===== src/sfl_cfg.svh =====
// constants of the shared fault line response block
`ifndef SFL_CFG_SVH
`define SFL_CFG_SVH

`define SFL_CLK_PERIOD_NS 40
`define SFL_PERSIST_NS 10000
`define SFL_PERSIST_CYCLES ((`SFL_PERSIST_NS + `SFL_CLK_PERIOD_NS - 1) / `SFL_CLK_PERIOD_NS)
`define SFL_CNT_W 9
`define SFL_NUM_LINES 4
`define SFL_NUM_CHAN 8
`define SFL_CHAN_PER_ZONE 4
`define SFL_SEL_W 4

`define SFL_ADR_W 8
`define SFL_ADR_Z0_LINE_A 8'h00
`define SFL_ADR_Z0_LINE_B 8'h04
`define SFL_ADR_Z1_LINE_A 8'h08
`define SFL_ADR_Z1_LINE_B 8'h0c
`define SFL_ADR_STATUS 8'h10
`define SFL_ADR_LIVE 8'h14
`define SFL_ADR_WORD_MASK 8'hfc

`define SFL_SEL_RESET 4'h0
`define SFL_STATUS_RESET 8'h00
`define SFL_DAT_ZERO 32'h0000_0000

`endif


===== src/sfl_pkg.sv =====
// types shared by the shared fault line response block
`default_nettype none
package sfl_pkg;

   typedef enum logic [2:0] {
      SFL_IDLE = 3'h1,
      SFL_WAIT = 3'h2,
      SFL_HELD = 3'h4
   } sfl_line_state_t;

   typedef struct packed {
      logic asserted;
      logic held;
   } sfl_line_status_t;

   typedef struct packed {
      logic cyc;
      logic stb;
      logic we;
      logic [3:0] sel;
      logic [7:0] adr;
      logic [31:0] dat;
   } sfl_wb_req_t;

endpackage
`default_nettype wire


===== src/sfl_line_qualifier.sv =====
// synchroniser and persistence timer for one shared fault line
`timescale 1ns/1ps
`default_nettype none
`include "sfl_cfg.svh"

module sfl_line_qualifier (
   input wire logic clk_i,
   input wire logic rst_i,
   input wire logic line_n_i,
   output sfl_pkg::sfl_line_status_t status_o
);

   logic sync1;
   logic sync2;
   logic sync3;
   logic line_low;
   logic [`SFL_CNT_W-1:0] cnt;
   sfl_pkg::sfl_line_state_t state;

   // lines idle high, so reset to the released level
   always_ff @(posedge clk_i) begin
      if (rst_i) begin
         sync1 <= 1'b1;
         sync2 <= 1'b1;
         sync3 <= 1'b1;
      end else begin
         sync1 <= line_n_i;
         sync2 <= sync1;
         sync3 <= sync2;
      end
   end

   // a change counts only once the last two stages agree
   always_ff @(posedge clk_i) begin
      if (rst_i) begin
         line_low <= 1'b0;
      end else if (sync2 == sync3) begin
         line_low <= ~sync3;
      end
   end

   always_ff @(posedge clk_i) begin
      if (rst_i) begin
         state <= sfl_pkg::SFL_IDLE;
         cnt <= '0;
      end else begin
         case (state)
            sfl_pkg::SFL_IDLE: begin
               cnt <= '0;
               if (line_low) begin
                  state <= sfl_pkg::SFL_WAIT;
               end
            end
            sfl_pkg::SFL_WAIT: begin
               if (!line_low) begin
                  state <= sfl_pkg::SFL_IDLE;
                  cnt <= '0;
               end else if (cnt == `SFL_CNT_W'(`SFL_PERSIST_CYCLES - 1)) begin
                  state <= sfl_pkg::SFL_HELD;
               end else begin
                  cnt <= cnt + `SFL_CNT_W'(1);
               end
            end
            sfl_pkg::SFL_HELD: begin
               if (!line_low) begin
                  state <= sfl_pkg::SFL_IDLE;
               end
            end
            default: begin
               state <= sfl_pkg::SFL_IDLE;
               cnt <= '0;
            end
         endcase
      end
   end

   assign status_o.asserted = line_low;
   assign status_o.held = (state == sfl_pkg::SFL_HELD);

endmodule
`default_nettype wire


===== src/sfl_fault_response.sv =====
// shared fault line response: shutdown select registers, channel gating, status and alert
// Operation
// - zone 0 registers pick which of channels 0-3 shut off on their line.
// - zone 1 registers pick which of channels 4-7 shut off on their line.
// - a fault-line shutdown drives the alert output low.
// - a fault-line shutdown sets the channel's bit in the status register.
// - upper four bits of each select register read zero and ignore writes.
// - select bit zero keeps the channel running whatever the line does.
// - select bit one shuts the channel if the line is still low after 10us.
// - channel restarts through its normal turn-on sequence once the line releases.
// - zone 0 select bit n controls channel n.
// - zone 1 select bit n controls channel n plus four.
`timescale 1ns/1ps
`default_nettype none
`include "sfl_cfg.svh"

module sfl_fault_response (
   input wire logic clk_i,
   input wire logic rst_i,
   input wire logic wb_cyc_i,
   input wire logic wb_stb_i,
   input wire logic wb_we_i,
   input wire logic [3:0] wb_sel_i,
   input wire logic [7:0] wb_adr_i,
   input wire logic [31:0] wb_dat_i,
   output logic [31:0] wb_dat_o,
   output logic wb_ack_o,
   input wire logic zone0_fault_line_a_n_i,
   input wire logic zone0_fault_line_b_n_i,
   input wire logic zone1_fault_line_a_n_i,
   input wire logic zone1_fault_line_b_n_i,
   output logic [7:0] chan_off_o,
   output logic [7:0] chan_restart_o,
   output logic alert_out_n_o
);

   sfl_pkg::sfl_wb_req_t req;
   sfl_pkg::sfl_line_status_t line_status [`SFL_NUM_LINES];
   logic [`SFL_NUM_LINES-1:0] line_n;
   logic [`SFL_NUM_LINES-1:0] line_held;
   logic [`SFL_NUM_LINES-1:0] line_low;
   logic [`SFL_SEL_W-1:0] shutdown_select [`SFL_NUM_LINES];
   logic [`SFL_NUM_CHAN-1:0] chan_off;
   logic [`SFL_NUM_CHAN-1:0] next_chan_off;
   logic [`SFL_NUM_CHAN-1:0] status_mfr;
   logic [`SFL_NUM_CHAN-1:0] status_clear;
   logic [`SFL_NUM_CHAN-1:0] shut_event;
   logic bus_take;
   logic bus_write;
   logic [`SFL_ADR_W-1:0] word_adr;
   logic [31:0] next_rdata;

   // line index: bit 1 is the zone, bit 0 picks line a or b
   assign line_n[0] = zone0_fault_line_a_n_i;
   assign line_n[1] = zone0_fault_line_b_n_i;
   assign line_n[2] = zone1_fault_line_a_n_i;
   assign line_n[3] = zone1_fault_line_b_n_i;

   genvar gl;
   generate
      for (gl = 0; gl < `SFL_NUM_LINES; gl = gl + 1) begin : g_line
         sfl_line_qualifier u_qual (
            .clk_i(clk_i),
            .rst_i(rst_i),
            .line_n_i(line_n[gl]),
            .status_o(line_status[gl])
         );
         assign line_held[gl] = line_status[gl].held;
         assign line_low[gl] = line_status[gl].asserted;
      end
   endgenerate

   // a line reaches only the four channels of its own zone
   function automatic logic line_hits(input int line, input int chan,
                                      input logic [`SFL_SEL_W-1:0] sel);
      logic in_zone;
      in_zone = ((line / 2) == (chan / `SFL_CHAN_PER_ZONE));
      line_hits = in_zone && sel[chan % `SFL_CHAN_PER_ZONE];
   endfunction

   // maps a word address to a select register index, or -1 if none
   function automatic int select_index(input logic [`SFL_ADR_W-1:0] adr);
      case (adr)
         `SFL_ADR_Z0_LINE_A: select_index = 0;
         `SFL_ADR_Z0_LINE_B: select_index = 1;
         `SFL_ADR_Z1_LINE_A: select_index = 2;
         `SFL_ADR_Z1_LINE_B: select_index = 3;
         default: select_index = -1;
      endcase
   endfunction

   genvar gc;
   generate
      for (gc = 0; gc < `SFL_NUM_CHAN; gc = gc + 1) begin : g_chan
         always_comb begin
            next_chan_off[gc] = 1'b0;
            for (int l = 0; l < `SFL_NUM_LINES; l++) begin
               // a clear select bit never gates the channel
               if (line_held[l] && line_hits(l, gc, shutdown_select[l])) begin
                  next_chan_off[gc] = 1'b1;
               end
            end
         end
      end
   endgenerate

   always_ff @(posedge clk_i) begin
      if (rst_i) begin
         chan_off <= '0;
      end else begin
         chan_off <= next_chan_off;
      end
   end

   // restart pulse hands the channel back to the sequencer, which applies
   // turn_on_delay and turn_on_rise_time as for any normal turn-on
   always_ff @(posedge clk_i) begin
      if (rst_i) begin
         chan_restart_o <= '0;
      end else begin
         chan_restart_o <= chan_off & ~next_chan_off;
      end
   end

   assign chan_off_o = chan_off;

   // ---- wishbone classic slave, one wait state
   always_comb begin
      req.cyc = wb_cyc_i;
      req.stb = wb_stb_i;
      req.we = wb_we_i;
      req.sel = wb_sel_i;
      req.adr = wb_adr_i;
      req.dat = wb_dat_i;
   end

   assign word_adr = req.adr & `SFL_ADR_WORD_MASK;
   assign bus_take = req.cyc && req.stb && !wb_ack_o;
   // writes land on the edge where the master sees ack
   assign bus_write = req.cyc && req.stb && req.we && wb_ack_o;

   always_ff @(posedge clk_i) begin
      if (rst_i) begin
         wb_ack_o <= 1'b0;
      end else begin
         wb_ack_o <= bus_take;
      end
   end

   always_ff @(posedge clk_i) begin
      if (rst_i) begin
         for (int i = 0; i < `SFL_NUM_LINES; i++) begin
            shutdown_select[i] <= `SFL_SEL_RESET;
         end
      end else if (bus_write && req.sel[0] && select_index(word_adr) >= 0) begin
         // only the low nibble is stored; the upper nibble is read-only
         shutdown_select[select_index(word_adr)] <= req.dat[`SFL_SEL_W-1:0];
      end
   end

   // write one to clear; a shutdown in the same cycle keeps its bit
   assign status_clear = (bus_write && req.sel[0] && word_adr == `SFL_ADR_STATUS) ?
                         req.dat[`SFL_NUM_CHAN-1:0] : '0;
   assign shut_event = next_chan_off & ~chan_off;

   always_ff @(posedge clk_i) begin
      if (rst_i) begin
         status_mfr <= `SFL_STATUS_RESET;
      end else begin
         status_mfr <= (status_mfr & ~status_clear) | shut_event;
      end
   end

   // alert holds low until every latched shutdown has been cleared
   always_ff @(posedge clk_i) begin
      if (rst_i) begin
         alert_out_n_o <= 1'b1;
      end else begin
         alert_out_n_o <= ~|((status_mfr & ~status_clear) | shut_event);
      end
   end

   always_comb begin
      next_rdata = `SFL_DAT_ZERO;
      if (select_index(word_adr) >= 0) begin
         next_rdata[`SFL_SEL_W-1:0] = shutdown_select[select_index(word_adr)];
      end else if (word_adr == `SFL_ADR_STATUS) begin
         next_rdata[`SFL_NUM_CHAN-1:0] = status_mfr;
      end else if (word_adr == `SFL_ADR_LIVE) begin
         next_rdata[`SFL_NUM_CHAN-1:0] = chan_off;
         next_rdata[`SFL_NUM_CHAN +: `SFL_NUM_LINES] = line_held;
         next_rdata[`SFL_NUM_CHAN + `SFL_NUM_LINES +: `SFL_NUM_LINES] = line_low;
      end
   end

   // read data is only meaningful with ack; unmapped words read zero
   always_ff @(posedge clk_i) begin
      if (rst_i) begin
         wb_dat_o <= `SFL_DAT_ZERO;
      end else if (bus_take && !req.we) begin
         wb_dat_o <= next_rdata;
      end else begin
         wb_dat_o <= `SFL_DAT_ZERO;
      end
   end

endmodule
`default_nettype wire


===== config.mk =====
export PLATFORM = sky130hd
export DESIGN_NAME = sfl_fault_response
export DESIGN_NICKNAME = d
export VERILOG_FILES = /design/src/sfl_pkg.sv /design/src/sfl_line_qualifier.sv /design/src/sfl_fault_response.sv
export VERILOG_INCLUDE_DIRS = /design/src
export SDC_FILE = /design/constraint.sdc
export NUM_CORES = 1
export LEC_CHECK = 0
export ABC_CLOCK_PERIOD_IN_PS = 5000
export BUFFER_PORTS_ARGS = -buffer_cell sky130_fd_sc_hd__buf_2
export CAP_MARGIN = 20
export CORE_ASPECT_RATIO = 1.2
export CORE_MARGIN = 2
export CORE_UTILIZATION = 59
export DETAILED_ROUTE_END_ITERATION = 16
export GPL_TIMING_DRIVEN = 0
export PLACE_DENSITY = 0.87
export SYNTH_ARGS = -nofsm -noshare
export SYNTH_HDL_FRONTEND = slang
export SYNTH_SLANG_ARGS = --single-unit

===== constraint.sdc =====
create_clock -name clk_i -period 5 [get_ports clk_i]
set_input_delay 1 -clock clk_i [delete_from_list [all_inputs] [get_ports clk_i]]
set_output_delay 1 -clock clk_i [all_outputs]
set_load 0.02 [all_outputs]

==> qor.csv, run 1 <==
stage,metric,value,unit
route,postRouteAntennaNets,0,
final_layout,n_antenna_cell,0,
clock_tree,cts_root_buf,clkbuf_8,
yosys,synth_edf_count,16,
timing,slew_viol_final,0,
setup_path,criticalPathCategory,input port to flip-flop,
grt,overflow,0,
grt,use_met3,0.0815,
yosys,synthTopCellsByArea,"dfxtp_1, edfxtp_1, nor2_1",
clock_tree,htreeDepth,4,
grt,grt_max_degree,17,
pwr,irDropWorstVdd,0.233,mV
grt,grt_pass1_wl,20900,um
grt,antenna_found_initial,0,
setup_path,worstPathArrival,2820,ps
final_layout,drive_gt1_frac,0.203,
grt,gr-usage-met1,0.304,
yosys,syn_inst,552,
yosys,ys_warn_count,0,
yosys,synth_compound_gate_area_share,0.116,
status,outcome,finished clean,
die,dieHeight,107,um
clock_tree,cts_resized,0,
final_layout,multi_input_area,2420,um2
yosys,muxShareOfSynthArea,0.0271,
clock_tree,cts_buffer_depth,2,
clock_tree,cts_tree,built,
final_layout,finalNonFillerCells,773,
grt,grt_pass1_vias,4441,
yosys,yosys.area_share.simple,0.254,
grt,track_usage,0.276,
route,drtIter0Drc,355,
setup_path,worstPathRequired,5160,ps
yosys,synth_adder_area_share,0.0192,
clock_tree,cts_hold_buf,0,
timing,rsz0062_at_grt,false,
yosys,synth_top_family_by_area,simple AND/OR/NAND/NOR gates,
yosys,yosys-top-cells-count,"dfxtp_1, nor2_1, nand2_1, a21oi_1, clkbuf_1",
yosys,ys_types,62,
setup_path,reg2reg_from,g_line[0].u_qual.state[2]$_SDFFE_PP0P_,
final_layout,n_fill_cell,591,
die,core,8560,um2
placement,port_buffers,56,
route,wl_per_cell,16.7,um
final_layout,fin_nets,704,
pwr,p_leak,2.52,nW
pwr,p_per_area,372,nW/um2
yosys,avgSynthCellArea,9.45,um2
timing,max_freq,0.376,GHz
timing,fin_tns_setup,0,ps
yosys,synthFlopType,dfxtp_1,
route,totalWireLength,12900,um
final_layout,area_delta_synth_final,21.5,%
placement,dp_cells,741,
clock_tree,cts_inserted_buffers,17,
timing,max_slew.worst_pin.slew,932,ps
placement,dp_hpwl,8490,um
setup_path,rrSetupSlack,2610,ps
timing,setup_violations,0,
hold_path,min_delay_path_depth,1,
timing,fin_worst_skew,6.64,ps
die,die_area,9610,um2
timing,fin_crit_sh,0.532,
route,vias_per_cell,5.83,
clock_tree,clk_pin_slew,60,ps
setup_path,r2r_cells,6,
route,first_pass_iters,6,
die,io_pins,103,
flow_run,drv_cap,0,
yosys,yosysTopAreaCell,dfxtp_1,
yosys,synthXorXnorAreaFrac,0.0353,
clock_tree,post-cts-setup-buffers,0,
hold_path,min_path_type,flip-flop to flip-flop,
clock_tree,clock_latency,530,ps
hold_path,worstHoldStart,g_line[0].u_qual.sync1$_SDFF_PP1_,
route,route.vias.total,4508,
final_layout,seqCellArea,2600,um2
setup_path,cp-end-kind,flip-flop,
clock_tree,clock-sinks,122,
placement,place.gp.congestion,0.889,
setup_path,r2r_end,alert_out_n_o$_SDFF_PP1_,
timing,hold_viol,0,
grt,met2_usage,0.486,
die,die_w,89.8,um
yosys,syn_area,5220,um2
route,drcViolationCount,0,
yosys,synth_top_area_share,0.407,
grt,grt-busiest-layer,met2,
yosys,yosysSeqAreaShare,0.499,
die,initial_core_util,0.609,
setup_path,critPathLaunchType,input port,
timing,fin_crit,2660,ps
die,placementRows,37,
yosys,postSynth.asyncResetShare,0,
hold_path,worstHoldEndpoint,g_line[0].u_qual.sync2$_SDFF_PP1_,
yosys,yosysMostFrequentCell,dfxtp_1,
yosys,synth_seq_cells,122,
timing,maxSlewHeadroom,0.377,
setup_path,path_max_fanout,7,
[cell usage in the layout (no fill, tap or decap), types with 4 or more instances in the layout]
cell and instances:
clkbuf_16 18, mux4_2 4, dfxtp_1 106, and2_1 16, a21oi_1 30, nand3b_1 5, nor4_1 5, o2111ai_1 6
and3_1 19, o22ai_1 4, or3_1 6, edfxtp_1 16, a22o_1 4, nand4_1 6, inv_1 12, nor2_1 79
clkbuf_1 22, or4_1 4, nor3_1 15, nand2_1 34, buf_4 16, or2_2 14, xor2_1 13, xnor2_1 8
buf_2 57, nand3_1 18, o21ai_0 17, nor3b_1 5, conb_1 16, ha_1 8, mux2i_1 4, a22oi_1 11
[cells by family (layout without fill, tap and decap cells)]
| logic type | Yosys count | after routing |
|---|---|---|
| AND/OR/NAND/NOR | 250 | 250 |
| XOR/XNOR | 21 | 21 |
| multiplexers | 9 | 9 |
| buffers and inverters | 49 | 138 |
| flip-flops | 122 | 122 |
| other | 1 | 16 |
| AO/OA/AOI/OAI | 92 | 92 |
| adder cells (fa/ha/maj) | 8 | 8 |
[flip-flops by register name (all words and copies together) (netlist names)]
name / count
g_line.u_qual.cnt: 36
wb_ack_o: 1
alert_out_n_o: 1
g_line.u_qual.sync3: 4
g_line.u_qual.line_low: 4
wb_dat_o: 16
g_line.u_qual.sync2: 4
chan_off_o: 8
g_line.u_qual.sync1: 4
chan_restart_o: 8
status_mfr: 8
g_line.u_qual.state: 12
shutdown_select: 16
[layer usage]
metal / part of all wire / routed length, um
met2: 0.50 / 6500
met4: 0.032 / 419
met1: 0.38 / 4960
met5: 0 / 0
met3: 0.082 / 1060
[per-stage QoR]
step / hold slack (ps) / setup WS (ps) / utilization / power (mW) / instance area, um2
2_1_floorplan: 389 / 2150 / - / 1.07 / 5270
3_3_place_gp: 395 / 1850 / 0.665 / 1.09 / 5700
3_5_place_dp: 401 / 1810 / 0.666 / 1.10 / 5700
4_1_cts: 418 / 2320 / 0.740 / 2.36 / 6330
5_1_grt: 432 / 2220 / 0.740 / 2.41 / 6330
6_report: 415 / 2340 / 0.740 / 2.36 / 6330
[power by group]
part	internal, mW	leakage [nW]	switching, mW	total (mW)
sequential	1.00	1.02	0.00557	1.01
combinational	0.0265	1.19	0.0447	0.0712
clock	0.845	0.304	0.436	1.28
[cell type report]
type                       instances  share of cell area
sequential                       122               0.411
multi-input combinational        396               0.382
clock buffer                      23              0.0788
timing repair buffer              57              0.0450
buffer                            37              0.0326
tap                              117              0.0231
clock inverter                     9              0.0209
inverter                          12             0.00711
[how the worst max path moves through the flow]
stage / start / endpoint / cells after the start
3_3_place_gp: wb_adr_i[7] / shutdown_select[0][3]$_SDFFCE_PN0P_ / 5
4_1_cts: wb_adr_i[7] / shutdown_select[0][1]$_SDFFCE_PN0P_ / 5
2_1_floorplan: wb_adr_i[7] / shutdown_select[0][0]$_SDFFCE_PN0P_ / 4
3_5_place_dp: wb_adr_i[7] / shutdown_select[0][3]$_SDFFCE_PN0P_ / 5
5_1_grt: wb_adr_i[7] / shutdown_select[0][2]$_SDFFCE_PN0P_ / 5
6_report: wb_adr_i[7] / shutdown_select[0][3]$_SDFFCE_PN0P_ / 5
[critical path, cell delays in order]
cell and delay (ps):
buf_2 110, or4_2 710, nor4_4 410, nand2_1 130
o21ai_0 470
Note: power is estimated with default switching activity, not from simulation.
==> inputs of run 2 (changes only) <==
--- a/config.mk
+++ b/config.mk
@@ -6,15 +6,16 @@
 export SDC_FILE = /design/constraint.sdc
 export NUM_CORES = 1
 export LEC_CHECK = 0
-export ABC_CLOCK_PERIOD_IN_PS = 5000
+export ABC_AREA = 1
+export ABC_CLOCK_PERIOD_IN_PS = 2400
 export BUFFER_PORTS_ARGS = -buffer_cell sky130_fd_sc_hd__buf_2
 export CAP_MARGIN = 20
 export CORE_ASPECT_RATIO = 1.2
 export CORE_MARGIN = 2
-export CORE_UTILIZATION = 59
+export CORE_UTILIZATION = 50
 export DETAILED_ROUTE_END_ITERATION = 16
 export GPL_TIMING_DRIVEN = 0
-export PLACE_DENSITY = 0.87
+export PLACE_DENSITY = 0.78
 export SYNTH_ARGS = -nofsm -noshare
 export SYNTH_HDL_FRONTEND = slang
 export SYNTH_SLANG_ARGS = --single-unit
==> constraint.sdc (replaced) <==
create_clock -name clk_i -period 2.4 [get_ports clk_i]
set_input_delay 0.48 -clock clk_i [delete_from_list [all_inputs] [get_ports clk_i]]
set_output_delay 0.48 -clock clk_i [all_outputs]
set_load 0.02 [all_outputs]
==> qor.csv, run 2 <==
stage,metric,value,unit,change
status,outcome,finished clean,,
route,drcViolationCount,0,,unchanged
yosys,postSynth.asyncResetShare,0,,unchanged
clock_tree,cts_buffer_depth,2,,unchanged
grt,track_usage,0.231,,-0.0452
yosys,ys_warn_count,0,,unchanged
hold_path,min_path_type,input port to flip-flop,,
grt,antenna_found_initial,0,,unchanged
placement,port_buffers,57,,+1.8%
timing,max_freq,0.544,GHz,
placement,dp_hpwl,9410,um,+11%
pwr,p_leak,2.76,nW,+9.6%
clock_tree,clk_pin_slew,50,ps,about the same
final_layout,finalNonFillerCells,910,,+18%
final_layout,area_delta_synth_final,19.6,%,
route,vias_per_cell,5.41,,-7.3%
yosys,avgSynthCellArea,8.03,um2,-15%
setup_path,cp-end-kind,flip-flop,,
timing,fin_ws,563,ps,-1780 ps
timing,fin_crit,1840,ps,
yosys,ys_types,50,,-19%
pwr,pwr-share-comb,0.036,,+0.006
final_layout,mostFrequentLayoutCells,"nand2_1, dfxtp_1, nor2_1",,
die,core,10600,um2,+23%
pwr,clockPowerShare,0.516,,-0.027
grt,grt_max_degree,17,,unchanged
yosys,yosysTopAreaCell,dfxtp_1,,
route,first_pass_iters,7,,+1
timing,max_slew.worst_pin.slew,670,ps,-262 ps
final_layout,largest_register_ffs,36,,unchanged
pwr,p_sw_frac,0.221,,+0.0148
route,totalWireLength,13000,um,+0.39%
setup_path,worstPathArrival,1920,ps,-900 ps
grt,grt_pass1_wl,21700,um,+3.9%
pwr,seqPwrFrac,0.448,,+0.021
placement,dp_cells,878,,+18%
route,drtIter0Drc,319,,-10%
placement,dpl_worst_slack,169,ps,-1640 ps
clock_tree,cts_inserted_buffers,17,,unchanged
pwr,p_per_area,720,nW/um2,+93%
yosys,synth_top_area_share,0.390,,-0.0165
final_layout,largest_register,g_line.u_qual.cnt,,
final_layout,utilization,0.615,,-0.125
clock_tree,cts_resized,0,,unchanged
yosys,synth_edf_count,16,,unchanged
final_layout,final_area,6500,um2,+2.6%
pwr,intPower,3.65,mW,+95%
yosys,synth_seq_cells,122,,unchanged
pwr,power_switching,1.03,mW,+110%
yosys,yosys-top-cells-count,"nand2_1, dfxtp_1, nor2_1, inv_1, nand3_1",,
timing,hold_viol,0,,unchanged
timing,slew_viol_final,0,,unchanged
timing,rsz0062_at_grt,false,,
clock_tree,cts_tree,built,,
clock_tree,cts_hold_buf,0,,unchanged
pwr,total_power,4.68,mW,+98%
timing,fin_tns_setup,0,ps,unchanged
clock_tree,post-cts-setup-buffers,0,,unchanged
die,placementRows,41,,+11%
clock_tree,htreeDepth,4,,unchanged
grt,overflow,0,,unchanged
timing,fin_crit_sh,0.765,,
setup_path,path_max_fanout,10,,+3
setup_path,criticalPathCategory,input port to flip-flop,,
placement,place.gp.congestion,0.911,,+2.4%
timing,fin_worst_skew,6.98,ps,+0.333 ps
yosys,syn_inst,677,,+23%
yosys,yosysSeqAreaShare,0.479,,-0.0202
setup_path,critPathLaunchType,input port,,
route,postRouteAntennaNets,0,,unchanged
clock_tree,cts_root_buf,clkbuf_16,,
pwr,irDropWorstVdd,0.525,mV,+130%
timing,maxSlewHeadroom,0.554,,+0.176
die,die_area,11700,um2,+22%
die,io_pins,103,,unchanged
final_layout,drive_gt1_frac,0.198,,-0.00428
flow_run,drv_cap,0,,unchanged
setup_path,worstPathRequired,2480,ps,-2680 ps
grt,grt_pass1_vias,4788,,+7.8%
timing,setup_violations,0,,unchanged
final_layout,n_antenna_cell,0,,unchanged
route,wl_per_cell,14.3,um,-15%
yosys,yosysMostFrequentCell,nand2_1,,
final_layout,largestRegisters,"g_line.u_qual.cnt: 36 flops, shutdown_select: 16 flops, wb_dat_o: 16 flops",,
die,initial_core_util,0.514,,-0.0946
yosys,synthTopCellsByArea,"dfxtp_1, edfxtp_1, nand2_1",,
timing,hold_ws,263,ps,-152 ps
yosys,synthFlopType,dfxtp_1,,
final_layout,n_fill_cell,927,,+57%
clock_tree,clock_latency,420,ps,-110 ps
final_layout,layout_commonest_cell,nand2_1,,
clock_tree,clock-sinks,122,,unchanged
final_layout,fin_nets,829,,+18%
placement,postPlaceCellArea,5940,um2,+4.1%
die,die_w,99.2,um,+10%
die,dieHeight,118,um,+10%
route,route.vias.total,4922,,+9.2%
yosys,syn_area,5440,um2,+4.2%
run 2: cell count changes in the layout (fill, tap and decap cells not counted), sizes merged, moves of 7 or more:
cell,before,now
nand4,6,18
and3,19,0
a22oi,11,2
xnor2,8,1
clkbuf,43,24
nand3,18,67
nand2,34,127
and2,16,0
a21oi,30,59
inv,12,78
run 2: cell type report:
class | instances | area, um2 | area share
buffer | 28 | 184 | 0.0283
multi-input combinational | 464 | 2410 | 0.371
clock inverter | 14 | 131 | 0.0202
clock buffer | 18 | 429 | 0.0660
inverter | 78 | 293 | 0.0451
sequential | 122 | 2600 | 0.400
timing repair buffer | 57 | 285 | 0.0439
tap | 129 | 161 | 0.0248
run 2: cell families (layout without fill, tap and decap cells):
logic type / count (synthesis) / after routing / share of synthesized area
and+or+nand+nor: 330 / 330 / 0.290
DFF: 122 / 122 / 0.479
buffers and inverters: 106 / 195 / 0.0877
AOI/OAI and AO/OA: 102 / 102 / 0.111
adders and majority gates: 8 / 8 / 0.0184
xor gates and xnor gates: 8 / 8 / 0.0129
other: 1 / 16 / 0.000690
run 2: power groups by stage:
stage	registers (mW)	logic [mW]	clock network (mW)
5_1_grt	2.10	0.182	2.52
3_3_place_gp	2.14	0.163	0
4_1_cts	2.09	0.167	2.43
6_report	2.09	0.169	2.42
2_1_floorplan	2.14	0.110	0
3_5_place_dp	2.14	0.165	0
run 2: worst max-delay path, cell delays in order:
cell	delay, ps
buf_2	160
inv_1	80
buf_2	250
buf_1	540
o21ai_0	400
run 2: metal layers:
layer | part of all wire | global-route usage | wire (um) | vias up
li1 | - | - | - | 2407
met5 | 0 | 0 | 0 | -
met3 | 0.064 | 0.0633 | 826 | 24
met4 | 0.020 | 0.0882 | 254 | 0
met1 | 0.40 | 0.273 | 5220 | 2302
met2 | 0.51 | 0.396 | 6690 | 189
run 2: path summary, 6_finish.rpt:
path	cells after the start	startpoint	slack [ps]	end
setup reg to reg	4	wb_ack_o$_SDFF_PP0_	570	shutdown_select[3][1]$_DFFE_PP_
hold reg to reg	1	g_line[3].u_qual.sync1$_SDFF_PP1_	410	g_line[3].u_qual.sync2$_SDFF_PP1_
setup / recovery	5	rst_i	560	shutdown_select[1][0]$_SDFFCE_PN0P_
hold / removal	2	zone1_fault_line_a_n_i	260	g_line[2].u_qual.sync1$_SDFF_PP1_
==> inputs of run 3 (changes only) <==
--- a/config.mk
+++ b/config.mk
@@ -7,15 +7,15 @@
 export NUM_CORES = 1
 export LEC_CHECK = 0
 export ABC_AREA = 1
-export ABC_CLOCK_PERIOD_IN_PS = 2400
+export ABC_CLOCK_PERIOD_IN_PS = 1690
 export BUFFER_PORTS_ARGS = -buffer_cell sky130_fd_sc_hd__buf_2
 export CAP_MARGIN = 20
 export CORE_ASPECT_RATIO = 1.2
 export CORE_MARGIN = 2
-export CORE_UTILIZATION = 50
+export CORE_UTILIZATION = 55
 export DETAILED_ROUTE_END_ITERATION = 16
 export GPL_TIMING_DRIVEN = 0
-export PLACE_DENSITY = 0.78
+export PLACE_DENSITY = 0.81
 export SYNTH_ARGS = -nofsm -noshare
 export SYNTH_HDL_FRONTEND = slang
 export SYNTH_SLANG_ARGS = --single-unit
==> constraint.sdc (replaced) <==
create_clock -name clk_i -period 1.69 [get_ports clk_i]
set_input_delay 0.338 -clock clk_i [delete_from_list [all_inputs] [get_ports clk_i]]
set_output_delay 0.338 -clock clk_i [all_outputs]
set_load 0.02 [all_outputs]
==> qor.csv, run 3 (synthesis gave the netlist of run 2 again) <==
stage,metric,value,unit,change
route,wl_per_cell,14.7,um,+2.7%
setup_path,slowest_stage,buf_1,,
route,first_pass_iters,5,,-2
clock_tree,clock-sinks,122,,unchanged
final_layout,drive_gt1_frac,0.209,,+0.0105
clock_tree,cts_buffer_depth,2,,unchanged
grt,grt_pass1_vias,4688,,-2.1%
timing,fin_crit_sh,0.945,,
placement,port_buffers,57,,unchanged
die,die_w,94.7,um,-4.5%
die,die_area,10700,um2,-8.8%
final_layout,largest_register_ffs,36,,unchanged
pwr,p_per_area,992,nW/um2,+38%
timing,maxSlewHeadroom,0.558,,+0.00392
timing,max_slew.worst_pin.slew,664,ps,-5.88 ps
setup_path,crit_start,rst_i,,
placement,place.gp.congestion,0.999,,+9.6%
setup_path,cp_top_family,buffers and inverters,,
final_layout,n_fill_cell,778,,-16%
setup_path,critPathLaunchType,input port,,
die,placementRows,39,,-4.9%
die,initial_core_util,0.568,,+0.0540
setup_path,rrSetupSlack,120,ps,-450 ps
grt,track_usage,0.266,,+0.0351
placement,postPlaceCellArea,5940,um2,about the same
timing,slew_viol_final,0,,unchanged
final_layout,fin_nets,831,,+0.24%
setup_path,slowest_delay,550,ps,about the same
hold_path,min_path_type,input port to flip-flop,,
setup_path,reg2reg_from,g_line[0].u_qual.cnt[0]$_SDFFE_PP0P_,,
clock_tree,clk_pin_slew,50,ps,about the same
final_layout,seqCellArea,2610,um2,+0.19%
route,drtIter0Drc,359,,+13%
final_layout,multi_input_area,2450,um2,+1.6%
clock_tree,cts_root_buf,clkbuf_16,,
final_layout,area_delta_synth_final,19.8,%,
final_layout,mostFrequentLayoutCells,"nand2_1, dfxtp_1, nor2_1",,
flow_run,drv_cap,0,,unchanged
pwr,p_leak,2.79,nW,+1.2%
die,dieHeight,113,um,-4.5%
setup_path,crit_cells,5,,unchanged
timing,setup_violations,0,,unchanged
timing,fin_tns_setup,0,ps,unchanged
route,totalWireLength,13200,um,+1.9%
pwr,seqPwrFrac,0.461,,+0.013
grt,grt_max_degree,17,,unchanged
setup_path,crit_end,shutdown_select[1][1]$_SDFFCE_PN0P_,,
timing,max_freq,0.626,GHz,
placement,dpl_worst_slack,-436,ps,-605 ps
pwr,intPower,5.08,mW,+39%
die,core,9560,um2,-9.5%
final_layout,utilization,0.681,,+0.0661
pwr,clockPowerShare,0.502,,-0.014
route,vias_per_cell,5.43,,+0.45%
pwr,power_switching,1.38,mW,+34%
timing,fin_ws,93.0,ps,-470 ps
route,drcViolationCount,0,,unchanged
pwr,pwr-share-comb,0.037,,about the same
setup_path,criticalPathCategory,input port to flip-flop,,
grt,grt_pass1_wl,22000,um,+1.6%
clock_tree,cts_inserted_buffers,17,,unchanged
timing,fin_crit,1600,ps,
pwr,total_power,6.46,mW,+38%
route,postRouteAntennaNets,0,,unchanged
setup_path,crit_chain,buf_2 > inv_1 > buf_2 > buf_1 > o21ai_1,,
setup_path,worstPathArrival,1710,ps,-210 ps
final_layout,largestRegisters,"g_line.u_qual.cnt: 36 flops, shutdown_select: 16 flops, wb_dat_o: 16 flops",,
grt,overflow,0,,unchanged
grt,antenna_found_initial,0,,unchanged
setup_path,crit_top_cell,buf_2,,
final_layout,n_antenna_cell,0,,unchanged
final_layout,layout_commonest_cell,nand2_1,,
die,io_pins,103,,unchanged
pwr,p_sw_frac,0.213,,-0.00735
clock_tree,htreeDepth,4,,unchanged
setup_path,path_max_fanout,10,,unchanged
setup_path,r2r_end,g_line[0].u_qual.cnt[5]$_SDFFE_PP0P_,,
setup_path,r2r_cells,9,,+5
setup_path,cp-end-kind,flip-flop,,
clock_tree,clock_latency,420,ps,about the same
placement,dp_hpwl,9390,um,-0.24%
clock_tree,cts_tree,built,,
route,route.vias.total,4906,,-0.33%
final_layout,largest_register,g_line.u_qual.cnt,,
pwr,irDropWorstVdd,0.632,mV,+20%
status,outcome,finished clean,,
timing,fin_worst_skew,5.14,ps,-1.84 ps
setup_path,worstPathRequired,1800,ps,-680 ps
timing,hold_viol,0,,unchanged
final_layout,final_area,6510,um2,+0.23%
setup_path,crit_buf_inv,4,,unchanged
[run 3: changes by cell type in the layout (fill, tap and decap cells not counted), moves of 3 or more]
| cell | before | now |
|---|---|---|
| dfxtp_2 | 0 | 4 |
| dfxtp_1 | 106 | 102 |
| clkinvlp_4 | 4 | 0 |
| clkbuf_8 | 0 | 3 |
| clkbuf_1 | 7 | 11 |
[run 3: area by class of cell]
cell class              instances  area share
plain buffers                  28      0.0282
clock buffers                  26      0.0784
clock inverters                 3     0.00231
inverters                      78      0.0449
multi-input cells             464       0.376
flip-flops and latches        122       0.400
well taps                     123      0.0236
repair buffers                 59      0.0461
[run 3: repair_timing]
item / CTS / global route
pin swaps: 1 / 1
gates resized for setup: 1 / 13
cloned: 0 / 0
setup endpoints to repair: 12 / 20
hold buffers: 0 / 0
buffers inserted: 2 / 0
[run 3: power groups by stage]
| stage | Sequential (mW) | Combinational [mW] | Clock (mW) |
|---|---|---|---|
| finish | 2.98 | 0.239 | 3.25 |
| global route | 2.98 | 0.262 | 3.38 |
| CTS | 2.98 | 0.236 | 3.25 |
| detailed placement | 3.04 | 0.234 | 0 |
| global placement | 3.03 | 0.230 | 0 |
| floorplan | 3.03 | 0.157 | 0 |
[run 3: how the worst min path moves through the flow]
stage | from | endpoint | slack [ps] | depth (start not counted)
3_3_place_gp | g_line[2].u_qual.sync1$_SDFF_PP1_ | g_line[2].u_qual.sync2$_SDFF_PP1_ | 390 | 1
4_1_cts | zone1_fault_line_b_n_i | g_line[3].u_qual.sync1$_SDFF_PP1_ | 110 | 2
6_report | zone1_fault_line_b_n_i | g_line[3].u_qual.sync1$_SDFF_PP1_ | 100 | 2
3_5_place_dp | g_line[2].u_qual.sync1$_SDFF_PP1_ | g_line[2].u_qual.sync2$_SDFF_PP1_ | 400 | 1
5_1_grt | zone1_fault_line_b_n_i | g_line[3].u_qual.sync1$_SDFF_PP1_ | 110 | 2
2_1_floorplan | g_line[0].u_qual.sync1$_SDFF_PP1_ | g_line[0].u_qual.sync2$_SDFF_PP1_ | 390 | 1
[run 3: per-stage QoR]
stage | std cells | hold WS (ps)
floorplan | 692 | 389
global placement | 872 | 394
detailed placement | 872 | 395
CTS | 903 | 105
global route | 903 | 112
finish | 903 | 104
[run 3: per-layer routing]
metal  wire, um  global-route usage  up-vias
met3        910              0.0652       32
met5          0                   0        -
met2       6740               0.452      204
met1       5130               0.302     2266
met4        455               0.148        0
li1           -                   -     2404
